<file path="config.mk">
export PLATFORM = sky130hd
export DESIGN_NAME = vcmg_top
export DESIGN_NICKNAME = d
export VERILOG_FILES = /design/src/vcmg_pkg.sv /design/src/vcmg_sync.sv /design/src/vcmg_chg_det.sv /design/src/vcmg_top.sv
export SDC_FILE = /design/constraint.sdc
export NUM_CORES = 1
export LEC_CHECK = 0
export ABC_CLOCK_PERIOD_IN_PS = 1500
export BUFFER_PORTS_ARGS = -buffer_cell sky130_fd_sc_hd__buf_2
export CAP_MARGIN = 15
export CORE_AREA = 2 2 154 96
export CTS_BUF_LIST = sky130_fd_sc_hd__clkbuf_16
export DETAILED_ROUTE_END_ITERATION = 16
export DIE_AREA = 0 0 156 98
export PLACE_DENSITY = 0.52
export SLEW_MARGIN = 20
export SYNTH_ARGS = -nofsm -noshare
export SYNTH_HDL_FRONTEND = slang
export SYNTH_HIERARCHICAL = 1
export SYNTH_SLANG_ARGS = --single-unit
</file>
<file path="constraint.sdc">
create_clock -name aclk -period 1.5 [get_ports aclk]
set_input_delay 0.15 -clock aclk [delete_from_list [all_inputs] [get_ports aclk]]
set_output_delay 0.15 -clock aclk [all_outputs]
set_load 0.005 [all_outputs]
</file>
<file path="src/vcmg_pkg.sv">
// Purpose: Shared constants and types for the voltage code monitor with pin reuse
// Assumes: 10 MHz aclk, AXI4-Lite register access with 32-bit data
// Notes:   Register indices are kept as printed; byte address is four times the index
package vcmg_pkg;
  // Clock and change-window timing
  localparam int unsigned CLK_PERIOD_NS = 100;
  localparam int unsigned CHG_WIN_NS    = 11000;
  // Longest window, so rounded down to whole cycles
  localparam int unsigned CHG_WIN_CYC   = (CHG_WIN_NS / CLK_PERIOD_NS) > 0 ? (CHG_WIN_NS / CLK_PERIOD_NS) : 1;

  // Register indices (byte address = index * 4)
  localparam logic [7:0] IDX_INT_STATUS_TWO = 8'h42;
  localparam logic [7:0] IDX_VOLTAGE_CODE   = 8'h43;
  localparam logic [7:0] IDX_INT_MASK_TWO   = 8'h75;
  localparam logic [7:0] IDX_CONFIG_FIVE    = 8'h7C;

  // Field positions
  localparam int unsigned STS_SUPPLY_OR_CODE_BIT = 0;
  localparam int unsigned CFG5_GPIO_MODE_BIT     = 4;
  localparam int unsigned CFG5_IND_DIR_BIT       = 3;
  localparam int unsigned CFG5_IND_LEVEL_BIT     = 2;
  localparam int unsigned CODE_SHARED_BIT        = 5;
  localparam int unsigned CODE_DEDICATED_W       = 5;
  localparam int unsigned CODE_W                 = 6;

  // Reset values
  localparam logic [7:0] RST_VOLTAGE_CODE = 8'h00;
  localparam logic [7:0] RST_INT_STATUS   = 8'h00;
  localparam logic [7:0] RST_INT_MASK     = 8'h00;
  localparam logic [7:0] RST_CONFIG_FIVE  = 8'h00;

  // AXI response codes
  localparam logic [1:0] RESP_OKAY   = 2'h0;
  localparam logic [1:0] RESP_DECERR = 2'h3;

  // Writable part of the code register: select, threshold, output polarities
  typedef struct packed {
    logic                     shared_pin_function_select;
    logic                     input_threshold_select;
    logic [CODE_W-1:0]        pin_level;
  } vcmg_code_reg_t;

  // Drive bundle for one group of two-way pins
  typedef struct packed {
    logic [CODE_W-1:0] o;
    logic [CODE_W-1:0] oe;
  } vcmg_pin_drive_t;
endpackage

</file>
<file path="src/vcmg_sync.sv">
// Purpose: Two-flop synchroniser for a bus of independent level inputs
// Assumes: Each bit is treated alone; no bus coherence is implied
// Notes:   First stage feeds only the second stage
`timescale 1ns/1ns
module vcmg_sync #(
  parameter int unsigned W = 6
) (
  input  wire logic         aclk,
  input  wire logic         aresetn,
  input  wire logic [W-1:0] d,
  output logic      [W-1:0] q
);
  if (W == 0) begin : g_w_check
    $error("W must be at least one bit");
  end

  logic [W-1:0] meta_r;
  logic [W-1:0] meta_nxt;
  logic [W-1:0] q_r;
  logic [W-1:0] q_nxt;

  // Shift the pins through two stages
  always_comb begin
    meta_nxt = d;
    q_nxt    = meta_r;
  end

  // Register both stages
  always_ff @(posedge aclk) begin
    if (!aresetn) begin
      meta_r <= '0;
      q_r    <= '0;
    end else begin
      meta_r <= meta_nxt;
      q_r    <= q_nxt;
    end
  end

  assign q = q_r;
endmodule

</file>
<file path="src/vcmg_chg_det.sv">
// Purpose: Flags a code change against a reference taken once per window
// Assumes: Input already synchronised to aclk
// Notes:   Window reference trades a deep delay line for one register
`timescale 1ns/1ns
module vcmg_chg_det #(
  parameter int unsigned W   = 6,
  parameter int unsigned WIN = 110
) (
  input  wire logic         aclk,
  input  wire logic         aresetn,
  input  wire logic [W-1:0] code,
  output logic              change
);
  localparam int unsigned CW = $clog2(WIN + 1);

  if (WIN == 0) begin : g_win_check
    $error("WIN must be at least one cycle");
  end

  logic [W-1:0]  ref_r;
  logic [W-1:0]  ref_nxt;
  logic [CW-1:0] cnt_r;
  logic [CW-1:0] cnt_nxt;
  logic          wrap;

  // Reload the reference every window so a change is seen within it
  always_comb begin
    wrap    = (cnt_r == CW'(WIN - 1));
    cnt_nxt = wrap ? '0 : cnt_r + CW'(1);
    ref_nxt = wrap ? code : ref_r;
  end

  always_ff @(posedge aclk) begin
    if (!aresetn) begin
      ref_r <= '0;
      cnt_r <= '0;
    end else begin
      ref_r <= ref_nxt;
      cnt_r <= cnt_nxt;
    end
  end

  // Level while the code differs from the window reference
  assign change = (code != ref_r);
endmodule

</file>
<file path="src/vcmg_top.sv">
// Purpose: Voltage code monitor with reusable code pins, reached over AXI4-Lite
// Assumes: Pins synchronous enough to pass a two-flop synchroniser; single clock
// Notes:   Supply out-of-limit arrives as a pulse or level from the measurement path
`timescale 1ns/1ns
// Notes on behaviour
// - Code register bits 0-4 show dedicated inputs
// - Bit 5 zero unless shared pin codes
// - Bit 6 selects lower input threshold
// - Bit 7 selects shared pin function, readable
// - Select clear: status bit 0 reports supply
// - Select set: status bit 0 reports changes
// - Flag code differing from the reference taken once per 11 us window
// - Code change raises alert unless masked
// - Config five bit 4 makes code pins outputs
// - Code bit writes set output pin polarity
// - Config five bits 3:2 steer independent pin
// - Index five is a general pin only while shared pin codes
module vcmg_top #(
  parameter int unsigned ADDR_W = 10
) (
  input  wire logic              aclk,
  input  wire logic              aresetn,
  // AXI4-Lite slave
  input  wire logic [ADDR_W-1:0] s_axi_awaddr,
  input  wire logic              s_axi_awvalid,
  output logic                   s_axi_awready,
  input  wire logic [31:0]       s_axi_wdata,
  input  wire logic [3:0]        s_axi_wstrb,
  input  wire logic              s_axi_wvalid,
  output logic                   s_axi_wready,
  output logic [1:0]             s_axi_bresp,
  output logic                   s_axi_bvalid,
  input  wire logic              s_axi_bready,
  input  wire logic [ADDR_W-1:0] s_axi_araddr,
  input  wire logic              s_axi_arvalid,
  output logic                   s_axi_arready,
  output logic [31:0]            s_axi_rdata,
  output logic [1:0]             s_axi_rresp,
  output logic                   s_axi_rvalid,
  input  wire logic              s_axi_rready,
  // Code pins 0-4 dedicated, 5 shared with supply measurement
  input  wire logic [5:0]        voltage_code_i,
  output logic      [5:0]        voltage_code_o,
  output logic      [5:0]        voltage_code_oe,
  // Independent general pin, numbered six
  input  wire logic              independent_general_pin_i,
  output logic                   independent_general_pin_o,
  output logic                   independent_general_pin_oe,
  // Analogue controls and measurement status
  input  wire logic              supply_out_of_limit,
  output logic                   input_threshold_select,
  output logic                   shared_pin_function_select,
  output logic                   irq
);
  if (ADDR_W < 10) begin : g_addr_w_check
    $error("ADDR_W must reach index 0x7C");
  end

  localparam int unsigned CW = vcmg_pkg::CODE_W;

  // Register state
  vcmg_pkg::vcmg_code_reg_t code_r;
  vcmg_pkg::vcmg_code_reg_t code_nxt;
  logic [7:0]               status_r;
  logic [7:0]               status_nxt;
  logic [7:0]               mask_r;
  logic [7:0]               mask_nxt;
  logic [7:0]               cfg5_r;
  logic [7:0]               cfg5_nxt;

  // Bus state
  logic [ADDR_W-1:0] awaddr_r;
  logic [ADDR_W-1:0] awaddr_nxt;
  logic              aw_full_r;
  logic              aw_full_nxt;
  logic [7:0]        wdata_r;
  logic [7:0]        wdata_nxt;
  logic              wlane0_r;
  logic              wlane0_nxt;
  logic              w_full_r;
  logic              w_full_nxt;
  logic              bvalid_r;
  logic              bvalid_nxt;
  logic [1:0]        bresp_r;
  logic [1:0]        bresp_nxt;
  logic              rvalid_r;
  logic              rvalid_nxt;
  logic [31:0]       rdata_r;
  logic [31:0]       rdata_nxt;
  logic [1:0]        rresp_r;
  logic [1:0]        rresp_nxt;

  // Pin sampling
  logic [CW-1:0] code_sync;
  logic          ind_sync;
  logic          code_change;
  logic          gpio_mode;
  logic [CW-1:0] code_is_input;
  logic [7:0]    code_read;

  // Code and independent pins through two flops before any use
  vcmg_sync #(
    .W(CW + 1)
  ) u_sync (
    .aclk    (aclk),
    .aresetn (aresetn),
    .d       ({independent_general_pin_i, voltage_code_i}),
    .q       ({ind_sync, code_sync})
  );

  // Compare the synchronised code against the window reference
  vcmg_chg_det #(
    .W   (CW),
    .WIN (vcmg_pkg::CHG_WIN_CYC)
  ) u_chg (
    .aclk    (aclk),
    .aresetn (aresetn),
    .code    (code_sync),
    .change  (code_change)
  );

  // Pin function
  assign gpio_mode = cfg5_r[vcmg_pkg::CFG5_GPIO_MODE_BIT];

  // Which pins currently act as code inputs; index 5 only when shared
  genvar gi;
  generate
    for (gi = 0; gi < CW; gi++) begin : g_pin
      if (gi == vcmg_pkg::CODE_SHARED_BIT) begin : g_shared
        assign code_is_input[gi] = code_r.shared_pin_function_select;
      end else begin : g_dedicated
        assign code_is_input[gi] = 1'b1;
      end
      // Code inputs become outputs in general-purpose mode
      assign voltage_code_oe[gi] = gpio_mode & code_is_input[gi];
      assign voltage_code_o[gi]  = code_r.pin_level[gi];
    end
  endgenerate

  // Independent pin is its own choice; index five is a general pin only while the shared pin carries code
  assign independent_general_pin_oe = cfg5_r[vcmg_pkg::CFG5_IND_DIR_BIT];
  assign independent_general_pin_o  = cfg5_r[vcmg_pkg::CFG5_IND_LEVEL_BIT];

  assign input_threshold_select     = code_r.input_threshold_select;
  assign shared_pin_function_select = code_r.shared_pin_function_select;

  // Read view of the code register
  always_comb begin
    code_read      = {code_r.shared_pin_function_select, code_r.input_threshold_select, 6'h00};
    code_read[4:0] = code_sync[4:0];
    code_read[5]   = code_r.shared_pin_function_select & code_sync[5];
  end

  // AXI4-Lite write path
  logic       wr_fire;
  logic [7:0] wr_idx;
  logic       wr_hit;

  // Hold address and data apart; commit when both are in and B is free
  always_comb begin
    awaddr_nxt  = awaddr_r;
    aw_full_nxt = aw_full_r;
    wdata_nxt   = wdata_r;
    wlane0_nxt  = wlane0_r;
    w_full_nxt  = w_full_r;
    bvalid_nxt  = bvalid_r;
    bresp_nxt   = bresp_r;
    wr_fire     = aw_full_r & w_full_r & ~bvalid_r;
    wr_idx      = awaddr_r[9:2];
    wr_hit      = (awaddr_r[1:0] == 2'h0) && ((awaddr_r >> 10) == '0) &&
                  (wr_idx == vcmg_pkg::IDX_INT_STATUS_TWO || wr_idx == vcmg_pkg::IDX_VOLTAGE_CODE ||
                   wr_idx == vcmg_pkg::IDX_INT_MASK_TWO || wr_idx == vcmg_pkg::IDX_CONFIG_FIVE);
    if (s_axi_awvalid && s_axi_awready) begin
      awaddr_nxt  = s_axi_awaddr;
      aw_full_nxt = 1'b1;
    end
    if (s_axi_wvalid && s_axi_wready) begin
      wdata_nxt  = s_axi_wdata[7:0];
      wlane0_nxt = s_axi_wstrb[0];
      w_full_nxt = 1'b1;
    end
    if (wr_fire) begin
      aw_full_nxt = 1'b0;
      w_full_nxt  = 1'b0;
      bvalid_nxt  = 1'b1;
      bresp_nxt   = wr_hit ? vcmg_pkg::RESP_OKAY : vcmg_pkg::RESP_DECERR;
    end
    if (bvalid_r && s_axi_bready) begin
      bvalid_nxt = 1'b0;
    end
  end

  assign s_axi_awready = ~aw_full_r;
  assign s_axi_wready  = ~w_full_r;
  assign s_axi_bvalid  = bvalid_r;
  assign s_axi_bresp   = bresp_r;

  // Register updates
  logic wr_en;
  logic status_event;

  // Status bit 0 source follows the shared pin function
  assign status_event = code_r.shared_pin_function_select ? code_change : supply_out_of_limit;

  always_comb begin
    code_nxt   = code_r;
    mask_nxt   = mask_r;
    cfg5_nxt   = cfg5_r;
    status_nxt = status_r;
    wr_en      = wr_fire & wr_hit & wlane0_r;
    if (wr_en) begin
      unique case (wr_idx)
        vcmg_pkg::IDX_VOLTAGE_CODE: begin
          code_nxt = vcmg_pkg::vcmg_code_reg_t'(wdata_r);
        end
        vcmg_pkg::IDX_INT_MASK_TWO: begin
          mask_nxt = wdata_r;
        end
        vcmg_pkg::IDX_CONFIG_FIVE: begin
          cfg5_nxt = wdata_r;
        end
        vcmg_pkg::IDX_INT_STATUS_TWO: begin
          status_nxt = status_r & ~wdata_r;
        end
        default: begin
        end
      endcase
    end
    // Setting after the clear keeps an event that lands on a clear cycle
    if (status_event) begin
      status_nxt[vcmg_pkg::STS_SUPPLY_OR_CODE_BIT] = 1'b1;
    end
  end

  always_ff @(posedge aclk) begin
    if (!aresetn) begin
      code_r   <= vcmg_pkg::vcmg_code_reg_t'(vcmg_pkg::RST_VOLTAGE_CODE);
      status_r <= vcmg_pkg::RST_INT_STATUS;
      mask_r   <= vcmg_pkg::RST_INT_MASK;
      cfg5_r   <= vcmg_pkg::RST_CONFIG_FIVE;
    end else begin
      code_r   <= code_nxt;
      status_r <= status_nxt;
      mask_r   <= mask_nxt;
      cfg5_r   <= cfg5_nxt;
    end
  end

  // Alert while any unmasked status bit stands
  assign irq = |(status_r & ~mask_r);

  // AXI4-Lite read path
  logic [7:0] rd_idx;
  logic       rd_hit;
  logic [7:0] rd_byte;

  // One read in flight; address taken only while R is empty
  always_comb begin
    rvalid_nxt = rvalid_r;
    rdata_nxt  = rdata_r;
    rresp_nxt  = rresp_r;
    rd_idx     = s_axi_araddr[9:2];
    rd_hit     = (s_axi_araddr[1:0] == 2'h0) && ((s_axi_araddr >> 10) == '0);
    rd_byte    = 8'h00;
    unique case (rd_idx)
      vcmg_pkg::IDX_INT_STATUS_TWO: rd_byte = status_r;
      vcmg_pkg::IDX_VOLTAGE_CODE:   rd_byte = code_read;
      vcmg_pkg::IDX_INT_MASK_TWO:   rd_byte = mask_r;
      vcmg_pkg::IDX_CONFIG_FIVE:    rd_byte = cfg5_r;
      default: begin
        rd_hit = 1'b0;
      end
    endcase
    if (s_axi_arvalid && s_axi_arready) begin
      rvalid_nxt = 1'b1;
      rdata_nxt  = {24'h000000, rd_hit ? rd_byte : 8'h00};
      rresp_nxt  = rd_hit ? vcmg_pkg::RESP_OKAY : vcmg_pkg::RESP_DECERR;
    end else if (rvalid_r && s_axi_rready) begin
      rvalid_nxt = 1'b0;
    end
  end

  assign s_axi_arready = ~rvalid_r;
  assign s_axi_rvalid  = rvalid_r;
  assign s_axi_rdata   = rdata_r;
  assign s_axi_rresp   = rresp_r;

  // Bus state registers
  always_ff @(posedge aclk) begin
    if (!aresetn) begin
      awaddr_r  <= '0;
      aw_full_r <= 1'b0;
      wdata_r   <= 8'h00;
      wlane0_r  <= 1'b0;
      w_full_r  <= 1'b0;
      bvalid_r  <= 1'b0;
      bresp_r   <= vcmg_pkg::RESP_OKAY;
      rvalid_r  <= 1'b0;
      rdata_r   <= 32'h00000000;
      rresp_r   <= vcmg_pkg::RESP_OKAY;
    end else begin
      awaddr_r  <= awaddr_nxt;
      aw_full_r <= aw_full_nxt;
      wdata_r   <= wdata_nxt;
      wlane0_r  <= wlane0_nxt;
      w_full_r  <= w_full_nxt;
      bvalid_r  <= bvalid_nxt;
      bresp_r   <= bresp_nxt;
      rvalid_r  <= rvalid_nxt;
      rdata_r   <= rdata_nxt;
      rresp_r   <= rresp_nxt;
    end
  end

  // Unused inputs: upper write lanes and the independent pin level
  logic unused_ok;
  assign unused_ok = ind_sync;
endmodule

</file>
Yosys cells after proc, flatten, opt, wreduce, memory -nomap -nowiden
Cells that the tools add are included.
- bits in registers: 92
- input port bits: 71
- output and inout bits: 58
- word-level logic and storage cells: 82
- add/sub/neg operators: 1
- equal/unequal tests: 10
- muxes and demuxes: 11
- bitwise logic cells: 15
- reduce and logical (&&, ||, !) cells: 24
- operators by type and width (operator ; count):
    == test 8 x 7 -> 1 bit (second input constant) ; 8
    case mux 8 bit (4 select lines) ; 1
    bitwise AND 8 bit ; 2
    NOT 8 bit ; 2
    AND reduction 2 bit ; 5
    two-way mux 8 bit ; 1
    OR reduction 8 bit ; 1
    adder 7 x 1 -> 7 bit (second input constant) ; 1
    == test 7 bit (second input constant) ; 1
    two-way mux 1 bit ; 7
    bitwise AND 1 bit ; 6
    logical AND 1 bit ; 6
    inequality test 6 bit ; 1
    nonzero test 2 bit ; 3
    OR reduction 2 bit ; 3
    NOT 1 bit ; 5
    zero test 2 bit ; 2
    two-way mux 2 bit ; 2
    OR reduction 4 bit ; 1
    logical OR 1 bit ; 3

Depth between registers and ports, before layout
Gate-level depths: netlist (run 1).
- depth in word-level cells: 9
- mapped depth: 6
- depth with buffers taken out: 6

Modules after synthesis
Netlist (run 1), hierarchy kept.
- modules (own cells, without submodules) (module ; instances ; cells each ; area an instance (um^2) ; sequential area each (um^2)):
    vcmg_top ; 1 ; 356 ; 3072.9 ; 1301.2
    vcmg_chg_det ; 1 ; 72 ; 631.9 ; 260.2
    vcmg_sync ; 1 ; 29 ; 391.6 ; 280.3

Worst setup path after synthesis (run 1)
No wires, ideal clock.
- kind: register -> register
- start: register awaddr_r[0]
- end: register code_r, in the netlist input_threshold_select
- library setup time: 0.072 ns
- data arrival time: 1.505 ns
- required time: 1.428 ns
- setup slack: -0.077 ns
- cell stages (with the launch flop): 7
- path buffers: 2
- period minus slack after synthesis: 1.577 ns
- cells stage by stage: dfxtp_1 -> nor3b_1 -> nand2_1 -> clkbuf_1 -> nor4b_1 -> buf_2 -> mux2i_1
- cells in the longest elaborated chain, start to end: 5
- ends and longest elaborated chain (element ; RTL line ; text):
    start: declaration ; vcmg_top.sv:72 ; logic [ADDR_W-1:0] awaddr_r;
    start signal: assignment ; vcmg_top.sv:302 ; awaddr_r <= awaddr_nxt;
    zero test 2 bit ; vcmg_top.sv:170 ; wr_hit = (awaddr_r[1:0] == 2'h0) && ((awaddr_r >> 10) == '0) &&
    logical AND 1 bit ; vcmg_top.sv:170 ;
    bitwise AND 1 bit (2 in series) ; vcmg_top.sv:210 ; wr_en = wr_fire & wr_hit & wlane0_r;
    AND reduction 2 bit (no source line) ; n/a ;
    end signal: assignment ; vcmg_top.sv:237 ; code_r <= vcmg_pkg::vcmg_code_reg_t'(vcmg_pkg::RST_VOLTAGE_CODE);
    end signal: assignment ; vcmg_top.sv:242 ; code_r <= code_nxt;
    end: declaration ; vcmg_top.sv:62 ; vcmg_pkg::vcmg_code_reg_t code_r;
Every way passes these cells.
A chain may end at the register's enable or synchronous reset.

Worst setup path in the final report (run 1)
- start: register status_r[4]
- end: output irq
- cells in the longest elaborated chain, start to end: 2
- ends and longest elaborated chain (element ; RTL line ; text):
    start: declaration ; vcmg_top.sv:64 ; logic [7:0] status_r;
    start signal: assignment ; vcmg_top.sv:238 ; status_r <= vcmg_pkg::RST_INT_STATUS;
    start signal: assignment ; vcmg_top.sv:243 ; status_r <= status_nxt;
    bitwise AND 8 bit ; vcmg_top.sv:250 ; assign irq = |(status_r & ~mask_r);
    OR reduction 8 bit ; vcmg_top.sv:250 ;
    end: declaration ; vcmg_top.sv:53 ; output logic irq
Every way passes these cells.

==> results of run 1 <==
power by group through the flow:
| stage | sequential [W] | combinational [W] | clock [W] |
|---|---|---|---|
| 5_1_grt | 0.00253 | 0.000454 | 0.00236 |
| 4_1_cts | 0.00252 | 0.000396 | 0.00226 |
| 3_5_place_dp | 0.00257 | 0.000390 | 0 |
| 6_report | 0.00252 | 0.000403 | 0.00222 |
| 3_3_place_gp | 0.00257 | 0.000383 | 0 |
| 2_1_floorplan | 0.00255 | 0.000259 | 0 |
cells in the final DEF (no fill, tap or decap), types with 3 or more instances in the layout:
cell,instances
a211oi_1,8
a21boi_1,6
a21oi_1,32
a221oi_2,9
a22o_1,8
a22oi_1,6
and2_1,7
and2_2,8
buf_12,3
buf_2,75
buf_4,32
buf_6,5
clkbuf_16,9
conb_1,24
dfxtp_1,70
dfxtp_2,20
inv_1,11
inv_2,5
mux2i_1,22
nand2_1,91
nand2b_1,8
nand3_1,15
nor2_1,11
nor2b_1,6
nor3_1,3
o21ai_0,3
o21ai_1,9
o22ai_1,3
xnor2_1,3
xor2_1,6
flip-flops by register name (all words and copies together), names as in the netlist:
name / count
awaddr_r: 10
cfg5_r: 8
w_full_r: 1
s_axi_rdata: 8
wlane0_r: 1
s_axi_bresp: 1
u_chg/ref_r: 6
u_chg/cnt_r: 7
u_sync/q: 6
status_r: 8
input_threshold_select: 1
shared_pin_function_select: 1
mask_r: 8
aw_full_r: 1
s_axi_bvalid: 1
wdata_r: 8
voltage_code_o: 6
u_sync/meta_r: 6
s_axi_rvalid: 1
s_axi_rresp: 1
metal layers:
metal	track usage (%)	vias up	wire length [microns]
met2	20.5	121	4340
met3	4.66	7	841
met1	20.4	1593	5320
li1	-	1701	-
met5	0	-	0
met4	3.18	0	54
repair_timing:
action                     in CTS  in global routing
pin swaps                       3                 10
resized for setup              17                 29
setup endpoints to repair      25                 39
setup buffers                   6                  3
metrics by stage:
| stage | hold slack (ps) | instance area, sq um | worst slack (ps) | power, W | TNS (ps) |
|---|---|---|---|---|---|
| floorplan | 266 | 4130 | -13.4 | 0.00281 | -214 |
| global placement | 369 | 4690 | -119 | 0.00295 | -1320 |
| detailed placement | 365 | 4690 | -174 | 0.00296 | -2180 |
| CTS | 5.95 | 5050 | -137 | 0.00517 | -139 |
| global route | 1.37 | 5160 | -156 | 0.00534 | -1440 |
| finish | 12.3 | 5160 | -105 | 0.00514 | -105 |
how the worst max path moves through the flow:
stage	endpoint	slack, ps	start	cells after the start
2_1_floorplan	input_threshold_select$_SDFFE_PN0P_	-10	awaddr_r[0]$_SDFFE_PN0P_	6
3_3_place_gp	s_axi_rdata[6]$_SDFFE_PN0P_	-120	s_axi_araddr[7]	5
3_5_place_dp	s_axi_rdata[2]$_SDFFE_PN0P_	-170	s_axi_araddr[7]	5
4_1_cts	irq	-140	status_r[3]$_SDFFE_PN0P_	4
5_1_grt	irq	-160	status_r[2]$_SDFFE_PN0P_	4
6_report	irq	-100	status_r[4]$_SDFFE_PN0P_	4
area by class of cell:
class	instances	area share (%)
well taps	180	4.36
inverters	14	1.02
flip-flops and latches	90	35.4
clock inverters	6	1.19
clock buffers	9	4.36
repair buffers	115	14.2
multi-input cells	321	39.5
==> summary.txt, run 1 <==
Detailed routing
  – Total wirelength of the detailed-routed design: 10600 microns
  – Number of DRC violations after detailed routing: 0
  – Vias per cell: 4.66
  – Antenna Violating Nets Remaining: 0
  – Average wire length per cell after detail routing: 14.4 microns
  – Routed vias: 3422
  – Detailed-routing iteration count for the pre-antenna-repair pass: 4
  – Initial DRC count: 160

Critical path
  – Cell-by-cell trace of the critical path: inv_2 -> o22ai_1 -> or4_4 -> buf_6
  – Slack of the worst reg-to-reg path: 30 ps
  – Kind of critical path: register to primary output
  – Data arrival, critical path: 1450 ps
  – Startpoint of the worst register-to-register path: s_axi_bvalid$_SDFFE_PP0P_
  – Reg2Reg Depth: 5
  – Critical Path End Type: primary output
  – Buffer and inverter count on the worst path: 2
  – Category of the worst setup path launch point: register
  – Cell family with the largest share of critical-path delay: simple AND/OR/NAND/NOR gates
  – Biggest cell delay along the critical path: 530 ps
  – Endpoint of the worst register-to-register path: voltage_code_o[0]$_SDFFE_PN0P_
  – Data required time of the critical path: 1350 ps
  – Worst-path maximum fanout: 2
  – Slowest-stage cell, CP: or4_4

Outcome
  – Failing checks: setup timing
  – Result of the run: finished, violations left

Layout
  – Seq. cell area: 1830 sq um
  – Share of post-route cells with drive strength above 1: 34.1%
  – Non-filler instance count after layout: 735
  – Post-Route Utilization: 36.9%
  – Area growth syn-to-layout: 27.7%
  – Filler instances: 1439
  – # diodes: 0
  – Multi-input combinational cell area: 2040 sq um
  – Net count of the finished layout: 624

Timing
  – Crit path setup slack, layout: -105 ps
  – Least-Margin Pin Slew: 622 ps
  – Number of hold violations in the final report: 0
  – Layout Skew: 8.83 ps
  – Worst max-slew margin expressed relative to the limit: 58.5%
  – RSZ-0062 raised after global routing: yes
  – Final Max Slew Viols: 0
  – Setup violators final: 1
  – Fraction of the cycle the final worst path needs: 107%
  – Achievable Freq: 0.623 GHz
  – Final min period: 1600 ps

Power
  – Switching power of the nets: 0.00122 W
  – Reported leakage power: 2.05 nW
  – Power Density: 997 nW/um^2
  – Internal power: 0.00392 W
  – IR Drop Worst-Case VDD: 436 uV
  – Logic pwr share: 7.8%
  – Switching part of the total: 23.8%
  – Part of the power in registers: 49.0%
  – Clock power share: 43.1%

Die
  – Die Span X: 156 microns
  – Total I/O pin count: 129
  – Die area: 15300 sq um
  – Core box area: 14000 sq um
  – Vert. Die Dim: 98 microns
  – Starting density of the core: 28.9%
  – FP Rows: 34

CTS
  – Number of buffers added to fix hold violations after cts: 0
  – Clock slew at reported path FFs: 60 ps
  – Master cell of the clock root buffer: clkbuf_16
  – Clock net sink count: 90
  – TritonCTS clock tree: built
  – Clock insertion delay at the later pin of the skew report: 340 ps
  – Number of buffers between clock root and the deepest sink: 2
  – Clock buffer count from CTS: 9
  – H-Tree Level Count: 3

Worst hold path
  – Hold worst-path end: u_sync/meta_r[3]$_SDFF_PN0_
  – HP Class: primary input to register
  – Worst hold path cell count: 2
  – Start point of the worst hold path: voltage_code_i[3]

Global route
  – Largest net degree at the start of global routing: 55
  – Vias in the first global route: 3322
  – Tot GR Track Use: 14.2%
  – Initial antenna violation count: 0
  – Global-route wire length before repair: 16800 microns
  – Grt total ovfl: 0

Synth
  – Average cell area after synthesis: 8.92 sq um
  – Cell count after synthesis: 453
  – Post-synth design cell area: 4040 sq um
  – Warnings from Yosys: 6

Placement
  – Placer Congestion: 0.836
  – Count of input and output buffers: 76
  – Cell Count Post-Placement: 711
  – Dpl hpwl: 7630 microns

Job
  – Max-cap violation count: 0
Note: power is estimated with default switching activity, not from simulation.
==> run 2: changes to the inputs <==
--- a/config.mk
+++ b/config.mk
@@ -12,6 +12,7 @@
 export CTS_BUF_LIST = sky130_fd_sc_hd__clkbuf_16
 export DETAILED_ROUTE_END_ITERATION = 16
 export DIE_AREA = 0 0 156 98
+export HOLD_SLACK_MARGIN = 0.05
 export PLACE_DENSITY = 0.52
 export SLEW_MARGIN = 20
 export SYNTH_ARGS = -nofsm -noshare
==> summary.txt, run 2 (synthesis results as in run 1) <==
Layout
  – Filler instances: 1426 (was 1439)
  – Register bank with the most flops: awaddr_r (unchanged)
  – Final design area excluding fillers: 5370 sq um (was 5160 sq um)
  – Net count of the finished layout: 645 (was 624)
  – Number of flip-flops under the largest register name: 10 (unchanged)
  – # diodes: 0 (unchanged)
  – Most frequent cells in the layout: nand2_1 (91), buf_2 (75), dfxtp_1 (70), a21oi_1 (32), buf_4 (32) (unchanged)
  – Share of post-route cells with drive strength above 1: 32.8% (was 34.1%)
  – Area growth syn-to-layout: 32.9% (was 27.7%)
  – Most frequent standard cell in the layout excluding fill and tap cells: nand2_1 (unchanged)

Timing
  – Final-layout setup total negative slack: -105 ps (about the same)
  – Achievable Freq: 0.623 GHz (about the same)
  – Number of hold violations in the final report: 0 (unchanged)
  – Final min period: 1600 ps (about the same)
  – Layout Skew: 7.58 ps (was 8.83 ps)
  – Worst max-slew margin expressed relative to the limit: 58.0% (was 58.5%)
  – Crit path setup slack, layout: -105 ps (about the same)
  – Fraction of the cycle the final worst path needs: 107% (about the same)
  – Final Max Slew Viols: 0 (unchanged)
  – Setup violators final: 1 (unchanged)
  – Least-Margin Pin Slew: 629 ps (was 622 ps)
  – RSZ-0062 raised after global routing: yes (unchanged)

CTS
  – Master cell of the clock root buffer: clkbuf_16 (unchanged)
  – Clock buffer count from CTS: 9 (unchanged)
  – H-Tree Level Count: 3 (unchanged)
  – Clock net sink count: 90 (unchanged)
  – Number of buffers between clock root and the deepest sink: 2 (unchanged)
  – Clock insertion delay at the later pin of the skew report: 340 ps (about the same)
  – Clock slew at reported path FFs: 60 ps (about the same)
  – TritonCTS clock tree: built (unchanged)

Critical path
  – Data arrival, critical path: 1450 ps (about the same)
  – Category of the worst setup path launch point: register (unchanged)
  – Critical Path Start: status_r[4]$_SDFFE_PN0P_ (unchanged)
  – Kind of critical path: register to primary output (unchanged)
  – Buffer and inverter count on the worst path: 2 (unchanged)
  – Cell family with the largest share of critical-path delay: simple AND/OR/NAND/NOR gates (unchanged)
  – Biggest cell delay along the critical path: 530 ps (about the same)
  – Critical Path End Type: primary output (unchanged)
  – Startpoint of the worst register-to-register path: u_sync/q[4]$_SDFF_PN0_ (was s_axi_bvalid$_SDFFE_PP0P_)
  – Endpoint of the worst register-to-register path: status_r[0]$_SDFFE_PN0P_ (was voltage_code_o[0]$_SDFFE_PN0P_)
  – Worst-path maximum fanout: 2 (unchanged)
  – Data required time of the critical path: 1350 ps (about the same)
  – Cell-by-cell trace of the critical path: inv_2 -> o22ai_1 -> or4_4 -> buf_6 (unchanged)
  – Reg2Reg Depth: 6 (was 5)
  – Slack of the worst reg-to-reg path: 40 ps (was 30 ps)
  – Slowest-stage cell, CP: or4_4 (unchanged)

Global route
  – Largest net degree at the start of global routing: 55 (unchanged)
  – Global-route wire length before repair: 16900 microns (was 16800 microns)
  – Tot GR Track Use: 14.3% (was 14.2%)
  – Vias in the first global route: 3354 (was 3322)
  – Grt total ovfl: 0 (unchanged)
  – Initial antenna violation count: 0 (unchanged)

Detailed routing
  – Detailed-routing iteration count for the pre-antenna-repair pass: 4 (unchanged)
  – Vias per cell: 4.59 (was 4.66)
  – Total wirelength of the detailed-routed design: 10600 microns (about the same)
  – Average wire length per cell after detail routing: 14.0 microns (was 14.4 microns)
  – Antenna Violating Nets Remaining: 0 (unchanged)
  – Routed vias: 3469 (was 3422)
  – Initial DRC count: 153 (was 160)
  – Number of DRC violations after detailed routing: 0 (unchanged)

Placement
  – Dpl hpwl: 7630 microns (unchanged)
  – Setup slack after placement: -174 ps (unchanged)
  – Placer Congestion: 0.836 (unchanged)
  – Post-DP Area: 4690 sq um (unchanged)
  – Count of input and output buffers: 76 (unchanged)

Power
  – Switching part of the total: 23.8% (about the same)
  – Power Density: 965 nW/um^2 (was 997 nW/um^2)
  – IR Drop Worst-Case VDD: 434 uV (was 436 uV)
  – Logic pwr share: 8.6% (was 7.8%)
  – Clock power share: 42.8% (was 43.1%)
  – Reported leakage power: 2.14 nW (was 2.05 nW)
  – Switching power of the nets: 0.00123 W (was 0.00122 W)
  – Part of the power in registers: 48.6% (was 49.0%)
  – Internal power: 0.00395 W (was 0.00392 W)
  – Power Total: 0.00518 W (was 0.00514 W)

Worst hold path
  – Start point of the worst hold path: s_axi_wdata[4] (was voltage_code_i[3])
  – Worst hold path cell count: 3 (was 2)
  – HP Class: primary input to register (unchanged)
  – Hold worst-path end: wdata_r[4]$_SDFFE_PN0P_ (was u_sync/meta_r[3]$_SDFF_PN0_)

Die
  – FP Rows: 34 (unchanged)
  – Die Span X: 156 microns (unchanged)
  – Total I/O pin count: 129 (unchanged)
  – Die area: 15300 sq um (unchanged)
  – Core box area: 14000 sq um (unchanged)
  – Starting density of the core: 28.9% (unchanged)
  – Vert. Die Dim: 98 microns (unchanged)

Outcome
  – Result of the run: finished, violations left (unchanged)
  – Failing checks: setup timing (unchanged)

Job
  – Max-cap violation count: 0 (unchanged)
## run 2: cell count changes in the layout (fill, tap and decap cells not counted)
cell,delta
dlygate4sd3_1,+21
## run 2: worst max-delay path by stage
stage	cells past startpoint	to	slack, ps
2_1_floorplan	6	input_threshold_select$_SDFFE_PN0P_	-10
3_3_place_gp	5	s_axi_rdata[6]$_SDFFE_PN0P_	-120
3_5_place_dp	5	s_axi_rdata[2]$_SDFFE_PN0P_	-170
4_1_cts	4	irq	-140
5_1_grt	4	irq	-160
6_report	4	irq	-100
## run 2: worst register-to-register path, stage by stage (launching register included)
cell	delay (ps)
dfxtp_2	320
xor2_1	160
nor4_2	310
nand3_1	110
mux2_4	280
o21ai_1	120
a21oi_1	50
## run 2: cell type report
class / instances / area, sq um / area share (%)
Clock buffer: 9 / 225 / 4.19
Clock inverter: 6 / 61.3 / 1.14
Inverter: 14 / 52.6 / 0.979
Multi-Input combinational cell: 321 / 2040 / 37.9
Sequential cell: 90 / 1830 / 34.0
Tap cell: 180 / 225 / 4.19
Timing Repair Buffer: 136 / 942 / 17.5
## run 2: stage by stage
step           utilization [%]  hold WS (ps)  std cells
3_5_place_dp              33.5           365        711
4_1_cts                   37.4          50.2        751
6_report                  38.4          57.2        756
3_3_place_gp              33.5           369        711
2_1_floorplan                -           266        476
5_1_grt                   38.4          50.1        756
## run 2: power by group through the flow
stage | clock [W] | combinational (W) | sequential [W]
after global routing | 0.00236 | 0.000499 | 0.00253
after CTS | 0.00226 | 0.000433 | 0.00252
after global placement | 0 | 0.000383 | 0.00257
after detailed placement | 0 | 0.000390 | 0.00257
final | 0.00222 | 0.000444 | 0.00252
after floorplan | 0 | 0.000259 | 0.00255
## run 2: metal layers
metal / track usage [%] / vias up / share of wire, % / wire [microns]
li1: - / 1738 / - / -
met1: 20.5 / 1625 / 52 / 5480
met2: 20.9 / 101 / 42 / 4420
met3: 4.53 / 5 / 6.3 / 668
met4: 3.18 / 0 / 0.43 / 46
met5: 0 / - / 0 / 0
## run 2: repair_timing
action,in CTS,in global routing
setup endpoints to repair,25,39
hold buffers,19,2
pin swaps,3,10
endpoints found under the hold margin,19,2
resized for setup,17,29
setup buffers,6,3
